--- src/hw/sfp_pkg.sv ---
// Purpose: constants and types of the serial flash command logic
// Assumes: 100 MHz system clock, SPI mode 0/3 sampled through syncs
// Notes: shared by the command core and its testbench
// Function
// - set-latch command sets write latch
// - clear-latch command clears write latch
// - latch cleared at reset and write completions; here cleared as the write cycle starts
// - status readable anytime, repeated while clocked
// - busy is one during self-timed cycles
// - latch clear refuses all write commands
// - protect bits kept, written, guard sectors
// - bulk erase only with protect bits zero
// - hardware protect locks status against writes
// - bits 6..4,1,0 unwritable; 6..4 read zero
// - status write needs deselect after byte
// - valid status write starts timed busy cycle
// - disable bit zero allows writes regardless
// - protect mode entered either order, pin exits
// - read takes command and three address bytes
// - top six address bits ignored
// - read address increments and wraps to zero
// - deselect ends read; busy rejects read
// - codes 06h, 04h, 05h
// - codes 01h and 03h
// - write commands need whole-byte clock count
// - protect encoding covers sector quarters
package sfp_pkg;
    // -------------------------------------------------------------
    // command codes
    // -------------------------------------------------------------
    localparam logic [7:0] SET_WRITE_LATCH_CMD = 8'h06;
    localparam logic [7:0] CLEAR_WRITE_LATCH_CMD = 8'h04;
    localparam logic [7:0] STATUS_READ_CMD = 8'h05;
    localparam logic [7:0] STATUS_WRITE_CMD = 8'h01;
    localparam logic [7:0] ARRAY_READ_CMD = 8'h03;
    localparam logic [7:0] PAGE_PROGRAM_CMD = 8'h02;
    localparam logic [7:0] SECTOR_ERASE_CMD = 8'hD8;
    localparam logic [7:0] BULK_ERASE_CMD = 8'hC7;
    // -------------------------------------------------------------
    // status layout and reset
    // -------------------------------------------------------------
    localparam int SR_BP_LO = 2;
    localparam int SR_STATUS_WRITE_DISABLE_BIT = 7;
    localparam logic STATUS_WRITE_DISABLE_RST = 1'b0;
    localparam logic [1:0] BP_RST = 2'h0;
    localparam logic [2:0] SR_ZERO = 3'h0;
    // -------------------------------------------------------------
    // frame byte counts
    // -------------------------------------------------------------
    localparam logic [2:0] NB_CMD = 3'h1;
    localparam logic [2:0] NB_STATUS_WRITE_CMD = 3'h2;
    localparam logic [2:0] NB_ADDR = 3'h4;
    localparam logic [2:0] NB_PP_MIN = 3'h5;
    localparam logic [2:0] BIT_LAST = 3'h7;
    localparam int ADDR_W = 18;
    // -------------------------------------------------------------
    // self-timed cycle lengths
    // -------------------------------------------------------------
    localparam int CLK_NS = 10;
    localparam int WR_TIME_NS = 15000;
    localparam int PP_TIME_NS = 5000;
    localparam int ERASE_TIME_NS = 40000;
    localparam logic [11:0] WR_CYC = 12'(WR_TIME_NS / CLK_NS);
    localparam logic [11:0] PP_CYC = 12'(PP_TIME_NS / CLK_NS);
    localparam logic [11:0] ERASE_CYC = 12'(ERASE_TIME_NS / CLK_NS);

    typedef struct packed {
        logic status_write_disable;
        logic [2:0] zero;
        logic [1:0] bp;
        logic write_enable_latch;
        logic busy;
    } sfp_status_t;

    typedef enum logic [2:0] {
        ST_CMD = 3'h0,
        ST_ADDR = 3'h1,
        ST_DIN = 3'h2,
        ST_SR = 3'h3,
        ST_RD = 3'h4,
        ST_IGN = 3'h5
    } sfp_state_t;
endpackage : sfp_pkg

--- src/hw/sfp_core.sv ---
// Purpose: SPI command decoder, status register and array read
// Assumes: serial clock at most an eighth of CLK_SYS
// Notes: array is read combinationally through ARR_ADDR/ARR_DATA
module sfp_core (
    input wire logic CLK_SYS,
    input wire logic RST_B,
    input wire logic S_B_PIN,
    input wire logic C_PIN,
    input wire logic D_PIN,
    input wire logic W_B_PIN,
    output logic Q_O,
    output logic Q_OE,
    output logic [17:0] ARR_ADDR,
    input wire logic [7:0] ARR_DATA
);
    // -------------------------------------------------------------
    // pin synchronisers
    // -------------------------------------------------------------
    logic [3:0] pins_s;
    logic sel_d_r;
    logic c_d_r;
    logic sel;
    logic c_s;
    logic d_s;
    logic w_b_s;

    sfp_sync #(.W(4)) u_sync (
        .clk(CLK_SYS),
        .rst_b(RST_B),
        .din({~S_B_PIN, C_PIN, D_PIN, W_B_PIN}),
        .dout(pins_s)
    );

    assign sel = pins_s[3];
    assign c_s = pins_s[2];
    assign d_s = pins_s[1];
    assign w_b_s = pins_s[0];

    always_ff @(posedge CLK_SYS) begin
        if (!RST_B) begin
            sel_d_r <= 1'b0;
            c_d_r <= 1'b0;
        end else begin
            sel_d_r <= sel;
            c_d_r <= c_s;
        end
    end

    wire cs_fall = sel & ~sel_d_r;
    wire cs_rise = ~sel & sel_d_r;
    wire c_rise = sel & c_s & ~c_d_r;
    wire c_fall = sel & ~c_s & c_d_r;

    // -------------------------------------------------------------
    // frame state
    // -------------------------------------------------------------
    sfp_pkg::sfp_state_t state_r;
    sfp_pkg::sfp_state_t state_nxt;
    logic [6:0] sh_r;
    logic [2:0] bit_r;
    logic [2:0] nb_r;
    logic [7:0] cmd_r;
    logic [23:0] addr_r;
    logic [7:0] osh_r;
    logic wel_r;
    logic status_write_disable_r;
    logic [1:0] bp_r;
    logic busy;
    logic q_r;
    logic oe_r;

    // msb first, sampled on rising serial clock
    wire [7:0] in_byte = {sh_r, d_s};
    wire byte_done = c_rise & (bit_r == sfp_pkg::BIT_LAST);
    wire [2:0] nb_inc = (nb_r == 3'h7) ? nb_r : nb_r + 3'h1;
    // only whole-byte frames may commit writes
    wire on_byte = cs_rise & (bit_r == 3'h0);
    // hardware protect follows pin and bit in either order
    wire hardware_protect_mode = status_write_disable_r & ~w_b_s;

    function automatic logic prot(input logic [1:0] bp,
                                  input logic [1:0] sec);
        logic r;
        r = 1'b0;
        case (bp)
            2'h1: r = (sec == 2'h3);
            2'h2: r = sec[1];
            2'h3: r = 1'b1;
            default: r = 1'b0;
        endcase
        return r;
    endfunction : prot

    // top six address bits are never decoded
    localparam int ADDR_TOP = sfp_pkg::ADDR_W - 1;
    wire [1:0] sec = addr_r[ADDR_TOP:ADDR_TOP - 1];
    wire area_prot = prot(bp_r, sec);

    // -------------------------------------------------------------
    // status byte
    // -------------------------------------------------------------
    sfp_pkg::sfp_status_t status;
    assign status.status_write_disable = status_write_disable_r;
    assign status.zero = sfp_pkg::SR_ZERO;
    assign status.bp = bp_r;
    assign status.write_enable_latch = wel_r;
    assign status.busy = busy;

    // -------------------------------------------------------------
    // commit decode on deselect
    // -------------------------------------------------------------
    wire go_ok = on_byte & ~busy;
    wire set_write_latch_cmd_go = go_ok & (nb_r == sfp_pkg::NB_CMD)
        & (cmd_r == sfp_pkg::SET_WRITE_LATCH_CMD);
    wire clear_write_latch_cmd_go = go_ok & (nb_r == sfp_pkg::NB_CMD)
        & (cmd_r == sfp_pkg::CLEAR_WRITE_LATCH_CMD);
    // exactly one data byte, latch set, not locked
    wire status_write_cmd_go = go_ok & wel_r & ~hardware_protect_mode
        & (nb_r == sfp_pkg::NB_STATUS_WRITE_CMD)
        & (cmd_r == sfp_pkg::STATUS_WRITE_CMD);
    wire pp_go = go_ok & wel_r & ~area_prot
        & (nb_r >= sfp_pkg::NB_PP_MIN)
        & (cmd_r == sfp_pkg::PAGE_PROGRAM_CMD);
    wire se_go = go_ok & wel_r & ~area_prot
        & (nb_r == sfp_pkg::NB_ADDR)
        & (cmd_r == sfp_pkg::SECTOR_ERASE_CMD);
    wire be_go = go_ok & wel_r & (bp_r == 2'h0)
        & (nb_r == sfp_pkg::NB_CMD)
        & (cmd_r == sfp_pkg::BULK_ERASE_CMD);
    wire cyc_go = status_write_cmd_go | pp_go | se_go | be_go;
    wire [11:0] cyc_len = status_write_cmd_go ? sfp_pkg::WR_CYC
        : pp_go ? sfp_pkg::PP_CYC : sfp_pkg::ERASE_CYC;

    sfp_timer u_timer (
        .clk(CLK_SYS),
        .rst_b(RST_B),
        .start(cyc_go),
        .len(cyc_len),
        .busy(busy)
    );

    // -------------------------------------------------------------
    // next state on byte boundaries
    // -------------------------------------------------------------
    always_comb begin
        state_nxt = state_r;
        if (cs_fall | cs_rise) begin
            state_nxt = sfp_pkg::ST_CMD;
        end else if (byte_done) begin
            case (state_r)
                sfp_pkg::ST_CMD: begin
                    case (in_byte)
                        sfp_pkg::STATUS_READ_CMD:
                            state_nxt = sfp_pkg::ST_SR;
                        sfp_pkg::STATUS_WRITE_CMD:
                            state_nxt = sfp_pkg::ST_DIN;
                        sfp_pkg::ARRAY_READ_CMD,
                        sfp_pkg::PAGE_PROGRAM_CMD,
                        sfp_pkg::SECTOR_ERASE_CMD:
                            state_nxt = sfp_pkg::ST_ADDR;
                        default: state_nxt = sfp_pkg::ST_IGN;
                    endcase
                end
                sfp_pkg::ST_ADDR: begin
                    if (nb_inc == sfp_pkg::NB_ADDR) begin
                        if (cmd_r != sfp_pkg::ARRAY_READ_CMD)
                            state_nxt = sfp_pkg::ST_DIN;
                        else if (busy)
                            state_nxt = sfp_pkg::ST_IGN;
                        else
                            state_nxt = sfp_pkg::ST_RD;
                    end
                end
                sfp_pkg::ST_DIN: state_nxt = sfp_pkg::ST_DIN;
                sfp_pkg::ST_SR: state_nxt = sfp_pkg::ST_SR;
                sfp_pkg::ST_RD: state_nxt = sfp_pkg::ST_RD;
                sfp_pkg::ST_IGN: state_nxt = sfp_pkg::ST_IGN;
                default: state_nxt = sfp_pkg::ST_IGN;
            endcase
        end
    end

    // -------------------------------------------------------------
    // input shifting and counters
    // -------------------------------------------------------------
    wire rd_next = byte_done & (state_r == sfp_pkg::ST_RD);
    wire addr_in = byte_done & (state_r == sfp_pkg::ST_ADDR);

    always_ff @(posedge CLK_SYS) begin
        if (!RST_B) begin
            state_r <= sfp_pkg::ST_CMD;
            sh_r <= 7'h00;
            bit_r <= 3'h0;
            nb_r <= 3'h0;
            cmd_r <= 8'h00;
            addr_r <= 24'h000000;
        end else begin
            state_r <= state_nxt;
            if (cs_fall) begin
                bit_r <= 3'h0;
                nb_r <= 3'h0;
                cmd_r <= 8'h00;
            end else if (c_rise) begin
                sh_r <= in_byte[6:0];
                bit_r <= bit_r + 3'h1;
                if (byte_done)
                    nb_r <= nb_inc;
                if (byte_done & (state_r == sfp_pkg::ST_CMD))
                    cmd_r <= in_byte;
            end
            if (addr_in)
                addr_r <= {addr_r[15:0], in_byte};
            else if (rd_next)
                addr_r <= {6'h00, addr_r[17:0] + 18'h00001};
        end
    end

    assign ARR_ADDR = addr_r[17:0];

    // whole byte kept: the shifter alone drops the msb of the data byte
    logic [7:0] in_word_r;
    always_ff @(posedge CLK_SYS) begin
        if (!RST_B)
            in_word_r <= 8'h00;
        else if (byte_done)
            in_word_r <= in_byte;
    end

    // -------------------------------------------------------------
    // write latch and non-volatile bits
    // -------------------------------------------------------------
    always_ff @(posedge CLK_SYS) begin
        if (!RST_B) begin
            wel_r <= 1'b0;
            status_write_disable_r <= sfp_pkg::STATUS_WRITE_DISABLE_RST;
            bp_r <= sfp_pkg::BP_RST;
        end else begin
            if (set_write_latch_cmd_go)
                wel_r <= 1'b1;
            else if (clear_write_latch_cmd_go | cyc_go)
                wel_r <= 1'b0;
            if (status_write_cmd_go) begin
                // only protect and disable bits are written
                status_write_disable_r <= in_word_r[sfp_pkg::SR_STATUS_WRITE_DISABLE_BIT];
                bp_r <= in_word_r[sfp_pkg::SR_BP_LO +: 2];
            end
        end
    end

    // -------------------------------------------------------------
    // output shifter, changes on falling serial clock
    // -------------------------------------------------------------
    wire out_st = (state_r == sfp_pkg::ST_SR)
        | (state_r == sfp_pkg::ST_RD);
    // status is re-sampled at each byte so busy polling sees progress
    wire [7:0] src = (state_r == sfp_pkg::ST_SR) ? status
        : ARR_DATA;

    always_ff @(posedge CLK_SYS) begin
        if (!RST_B) begin
            q_r <= 1'b0;
            oe_r <= 1'b0;
            osh_r <= 8'h00;
        end else if (~sel | ~out_st) begin
            oe_r <= 1'b0;
            q_r <= 1'b0;
        end else if (c_fall) begin
            oe_r <= 1'b1;
            if (bit_r == 3'h0) begin
                q_r <= src[7];
                osh_r <= {src[6:0], 1'b0};
            end else begin
                q_r <= osh_r[7];
                osh_r <= {osh_r[6:0], 1'b0};
            end
        end
    end

    assign Q_O = q_r;
    assign Q_OE = oe_r;
endmodule : sfp_core

--- src/hw/sfp_sync.sv ---
// Purpose: two-flop synchroniser for pin inputs
// Assumes: destination is CLK_SYS
// Notes: first stage feeds only the second
module sfp_sync #(
    parameter int W = 1
) (
    input wire logic clk,
    input wire logic rst_b,
    input wire logic [W-1:0] din,
    output logic [W-1:0] dout
);
    logic [W-1:0] meta_r;

    always_ff @(posedge clk) begin
        if (!rst_b) begin
            meta_r <= '0;
            dout <= '0;
        end else begin
            meta_r <= din;
            dout <= meta_r;
        end
    end
endmodule : sfp_sync

--- src/hw/sfp_timer.sv ---
// Purpose: self-timed cycle counter behind the busy flag
// Assumes: start is a one-cycle pulse
// Notes: busy rises the cycle after start
module sfp_timer (
    input wire logic clk,
    input wire logic rst_b,
    input wire logic start,
    input wire logic [11:0] len,
    output logic busy
);
    logic [11:0] cnt_r;

    always_ff @(posedge clk) begin
        if (!rst_b) begin
            cnt_r <= 12'h000;
        end else if (start) begin
            cnt_r <= len;
        end else if (cnt_r != 12'h000) begin
            cnt_r <= cnt_r - 12'h001;
        end
    end

    assign busy = (cnt_r != 12'h000);
endmodule : sfp_timer

--- config.mk ---
export PLATFORM = sky130hd
export DESIGN_NAME = sfp_core
export DESIGN_NICKNAME = d
export VERILOG_FILES = /design/src/hw/sfp_pkg.sv /design/src/hw/sfp_core.sv /design/src/hw/sfp_sync.sv /design/src/hw/sfp_timer.sv
export SDC_FILE = /design/constraint.sdc
export NUM_CORES = 1
export LEC_CHECK = 0
export ABC_AREA = 1
export BUFFER_PORTS_ARGS = -buffer_cell sky130_fd_sc_hd__buf_2
export CORE_MARGIN = 2
export CORE_UTILIZATION = 48
export CTS_CLUSTER_DIAMETER = 150
export DETAILED_ROUTE_END_ITERATION = 10
export PLACE_DENSITY = 0.73
export RECOVER_POWER = 50
export SLEW_MARGIN = 20
export SYNTH_ARGS = -nofsm -noshare
export SYNTH_HDL_FRONTEND = slang
export SYNTH_SLANG_ARGS = --single-unit
--- constraint.sdc ---
create_clock -name CLK_SYS -period 3.3 [get_ports CLK_SYS]
set_input_delay 0.66 -clock CLK_SYS [delete_from_list [all_inputs] [get_ports CLK_SYS]]
set_output_delay 0.66 -clock CLK_SYS [all_outputs]
set_load 0.02 [all_outputs]
==> reports/metrics.csv <==
stage;metric;value;unit
cts;Reg clk slew, reported paths;90;ps
critical_path;CP Class;in -> reg;
cts;number of H-tree levels;3;
sta;setup violators final;0;
route;First DRT Iteration DRCs;214;
placed_design;HPWL Detailed;7640;um
critical_path;CP max-delay cell;clkbuf_1;
critical_path;CP max FO;36;
cts;CTS Hold Buffers Added;0;
route;per-cell routed wire length;13.5;um
floorplan;I/O pin count;34;
job;Max Cap Violations;0;
power;share of power burned in the clock network;32.0;%
critical_path;WP data arrival;2440;ps
critical_path;Critical Path Sink;Q_O$_SDFFE_PP0P_;
cts;Longest Clk Path Bufs;2;
cts;Num Clock Sinks;80;
floorplan;Die Span Y;99.1;um
cts;post_cts resized;0;
global_route;GRT Residual Overflow;0;
worst_hold_path;worst hold path type;reg -> reg;
synth;post-synthesis sequential area ratio;36.9;%
power;Switching Share;32.0;%
placed_design;GP Congestion;0.908;
finish;Antenna diodes;0;
sta;crit path time final;2160;ps
synth;Cells after Synth;623;
critical_path;R2R depth;11;
placed_design;pre-CTS WS;1310;ps
cts;CTS tree;done;
synth;Async S/R FF share, synth;0;%
global_route;initial antenna violation count;0;
critical_path;FF-to-FF End;addr_r[13]$_SDFFE_PN0P_;
cts;TritonCTS Buffers;9;
finish;register area;0.00160;mm^2
synth;number of enable flip-flop cells after synthesis;0;
finish;area occupied by multi-input gates;0.00229;mm^2
route;drt drc;0;
finish;# fillers;896;
floorplan;Die Area;0.00982;mm^2
sta;Tcrit/Tclk final;65.6;%
sta;Hold Fails Final Rpt;0;
critical_path;Worst EP required;3580;ps
sta;Setup Skew;7.44;ps
synth;post-synthesis xor/xnor area fraction;2.42;%
critical_path;Worst R2R Setup Slack;1230;ps
floorplan;core area;0.00876;mm^2
floorplan;Die X;99.1;um
critical_path;crit path launch;RST_B;
route;ANT nets after route;0;
power;PD cells;494;mW/mm^2
cts;Clk Latency, worst-skew pair;350;ps
run_status;status;finished, final reports clean;
power;Gate power share;22.6;%
synth;Post-Synth Adder-Cell Area;3.46;%
sta;Worst-Margin Slew;1430;ps
synth;Synth Area in Compound Gates;18.3;%
floorplan;Initial Utilization;49.5;%
route;Vias;4089;
synth;post-synthesis sequential element count;80;
global_route;vias in the first global route;3931;
route;total routed wirelength;10400;um
global_route;Total GRT Usage;22.2;%
synth;Cell variety after synth;49;
critical_path;Critical Path Sink Type;flip-flop;
cts;clk root buf;clkbuf_8;
placed_design;dpl cells;752;
sta;Final Slew Violations;0;
route;TritonRoute pass-1 iters;5;
critical_path;worst-path cell chain;buf_2 -> clkbuf_1 -> nand2_1 -> nor2_1 -> o21ai_0 -> a31oi_1;
global_route;first-pass GRT wire length;17900;um
synth;Mapped Avg Cell Area;6.97;um^2
critical_path;CP max stage delay;1040;ps
power;Worst IR Drop VDD;0.000338;V
global_route;largest net degree at the start of global routing;37;
finish;Finished Layout Cells;768;
floorplan;Rows;34;
cts;post-CTS setup buffer count;0;
finish;final core area utilization;54.0;%
synth;post-synthesis simple-gate area fraction;28.6;%
placed_design;input/output buffers;33;
synth;Main synth FF type;dfxtp_1;
sta;RSZ-0062 raised after global routing;no;
finish;Nets;681;
synth;main combinational cell family by area after synthesis;simple AND/OR/NAND/NOR gates;
power;leakage power;2.02;nW
sta;Slew headroom;4.65;%
finish;area delta synth->final;9.02;%
finish;layout cells sized above 1;9.24;%
synth;Post-Syn Area;0.00434;mm^2
synth;mux share of post-synthesis cell area;0;%
power;Int Power;1.59;mW
route;Vias/cell;5.32;
critical_path;FF-to-FF Start;bit_r[0]$_SDFFE_PP0P_;
power;Reg power frac;45.4;%
sta;Setup TNS Final;0;ps
power;Psw;0.748;mW
synth;Syn. warnings;0;
sta;Fmax;0.462;GHz
synth;syn nets;649;
sta;worst setup margin;1140;ps
critical_path;Startpoint Class;primary input;
[worst min path at each step]
stage / slack (ps) / depth (start not counted) / to / from
2_1_floorplan: 390 / 2 / u_sync.dout[0]$_SDFF_PN0_ / u_sync.meta_r[0]$_SDFF_PN0_
3_3_place_gp: 400 / 2 / u_sync.dout[1]$_SDFF_PN0_ / u_sync.meta_r[1]$_SDFF_PN0_
3_5_place_dp: 400 / 2 / u_sync.dout[1]$_SDFF_PN0_ / u_sync.meta_r[1]$_SDFF_PN0_
4_1_cts: 420 / 2 / u_sync.dout[1]$_SDFF_PN0_ / u_sync.meta_r[1]$_SDFF_PN0_
5_1_grt: 440 / 2 / u_sync.meta_r[3]$_SDFF_PN0_ / S_B_PIN
6_report: 420 / 2 / u_sync.dout[0]$_SDFF_PN0_ / u_sync.meta_r[0]$_SDFF_PN0_
[power by group through the flow]
stage | registers [mW] | clock network [mW] | logic, mW
2_1_floorplan | 1.08 | 0 | 0.411
3_3_place_gp | 1.08 | 0 | 0.509
3_5_place_dp | 1.08 | 0 | 0.525
4_1_cts | 1.06 | 0.763 | 0.530
5_1_grt | 1.07 | 0.805 | 0.602
6_report | 1.06 | 0.747 | 0.528
[logic make-up (layout without fill, tap and decap cells)]
kind of cell / count (synthesis) / after routing
simple gates: 269 / 269
compound gates: 144 / 144
fa+ha+maj: 12 / 12
xor+xnor: 12 / 12
buf+inv: 106 / 143
flops: 80 / 80
[sequential cells by signal, indices dropped and copies added, names as in the netlist, 4 cells and up]
name and cells:
addr_r 18, u_timer.cnt_r 12, cmd_r 8, osh_r 7, sh_r 7, u_sync.dout 4, u_sync.meta_r 4
[cell usage in the layout (no fill, tap or decap), drive strengths merged, types with 12 or more instances in the layout]
cell	n
ha	12
clkbuf	32
o21ai	60
a21oi	60
inv	92
nor2	78
dfxtp	80
nand2	125
nand3	36
buf	13
[synth_stat cells, types with 3 or more instances]
master,number,area (um^2)
clkbuf_1,6,22.5
o21ai_0,59,295
o211ai_1,3,22.5
nor3_1,10,50.1
a31oi_1,9,56.3
nand3b_1,3,22.5
xor2_1,8,70.1
nor2_2,7,43.8
inv_1,86,323
a21oi_1,57,285
nand2_1,119,447
inv_2,3,11.3
nand4_1,9,56.3
nand2_2,3,18.8
dfxtp_1,80,1600
nor2_1,69,259
a21oi_2,3,26.3
xnor2_1,4,35.0
ha_1,12,150
nand3_1,34,170
buf_2,3,15.0
[cell type report]
| type | instances | share of cell area (%) |
|---|---|---|
| clock buffer | 10 | 2.91 |
| clock inverter | 6 | 1.40 |
| inverter | 92 | 7.45 |
| multi-input combinational | 437 | 48.4 |
| sequential | 80 | 33.8 |
| tap | 108 | 2.85 |
| timing repair buffer | 35 | 3.12 |
[per-layer routing]
layer / GRT usage [%] / part of all wire (%)
met5: 0 / 0
met3: 4.08 / 4.6
met4: 7.27 / 1.1
met1: 29.6 / 47
met2: 36.4 / 47
[worst max-delay path: cells and delay by family]
| family | cells | cell delay, ps |
|---|---|---|
| compound gates | 2 | 230 |
| buf+inv | 2 | 1130 |
| simple gates | 2 | 420 |
[metrics by stage]
| stage | power [mW] | hold slack [ps] | instance area [um^2] |
|---|---|---|---|
| after CTS | 2.35 | 421 | 4770 |
| after detailed placement | 1.61 | 401 | 4560 |
| after global routing | 2.48 | 437 | 4730 |
| final | 2.34 | 419 | 4730 |
| after floorplan | 1.49 | 390 | 4340 |
| after global placement | 1.59 | 396 | 4560 |
Power figures use the tool's default switching activity.
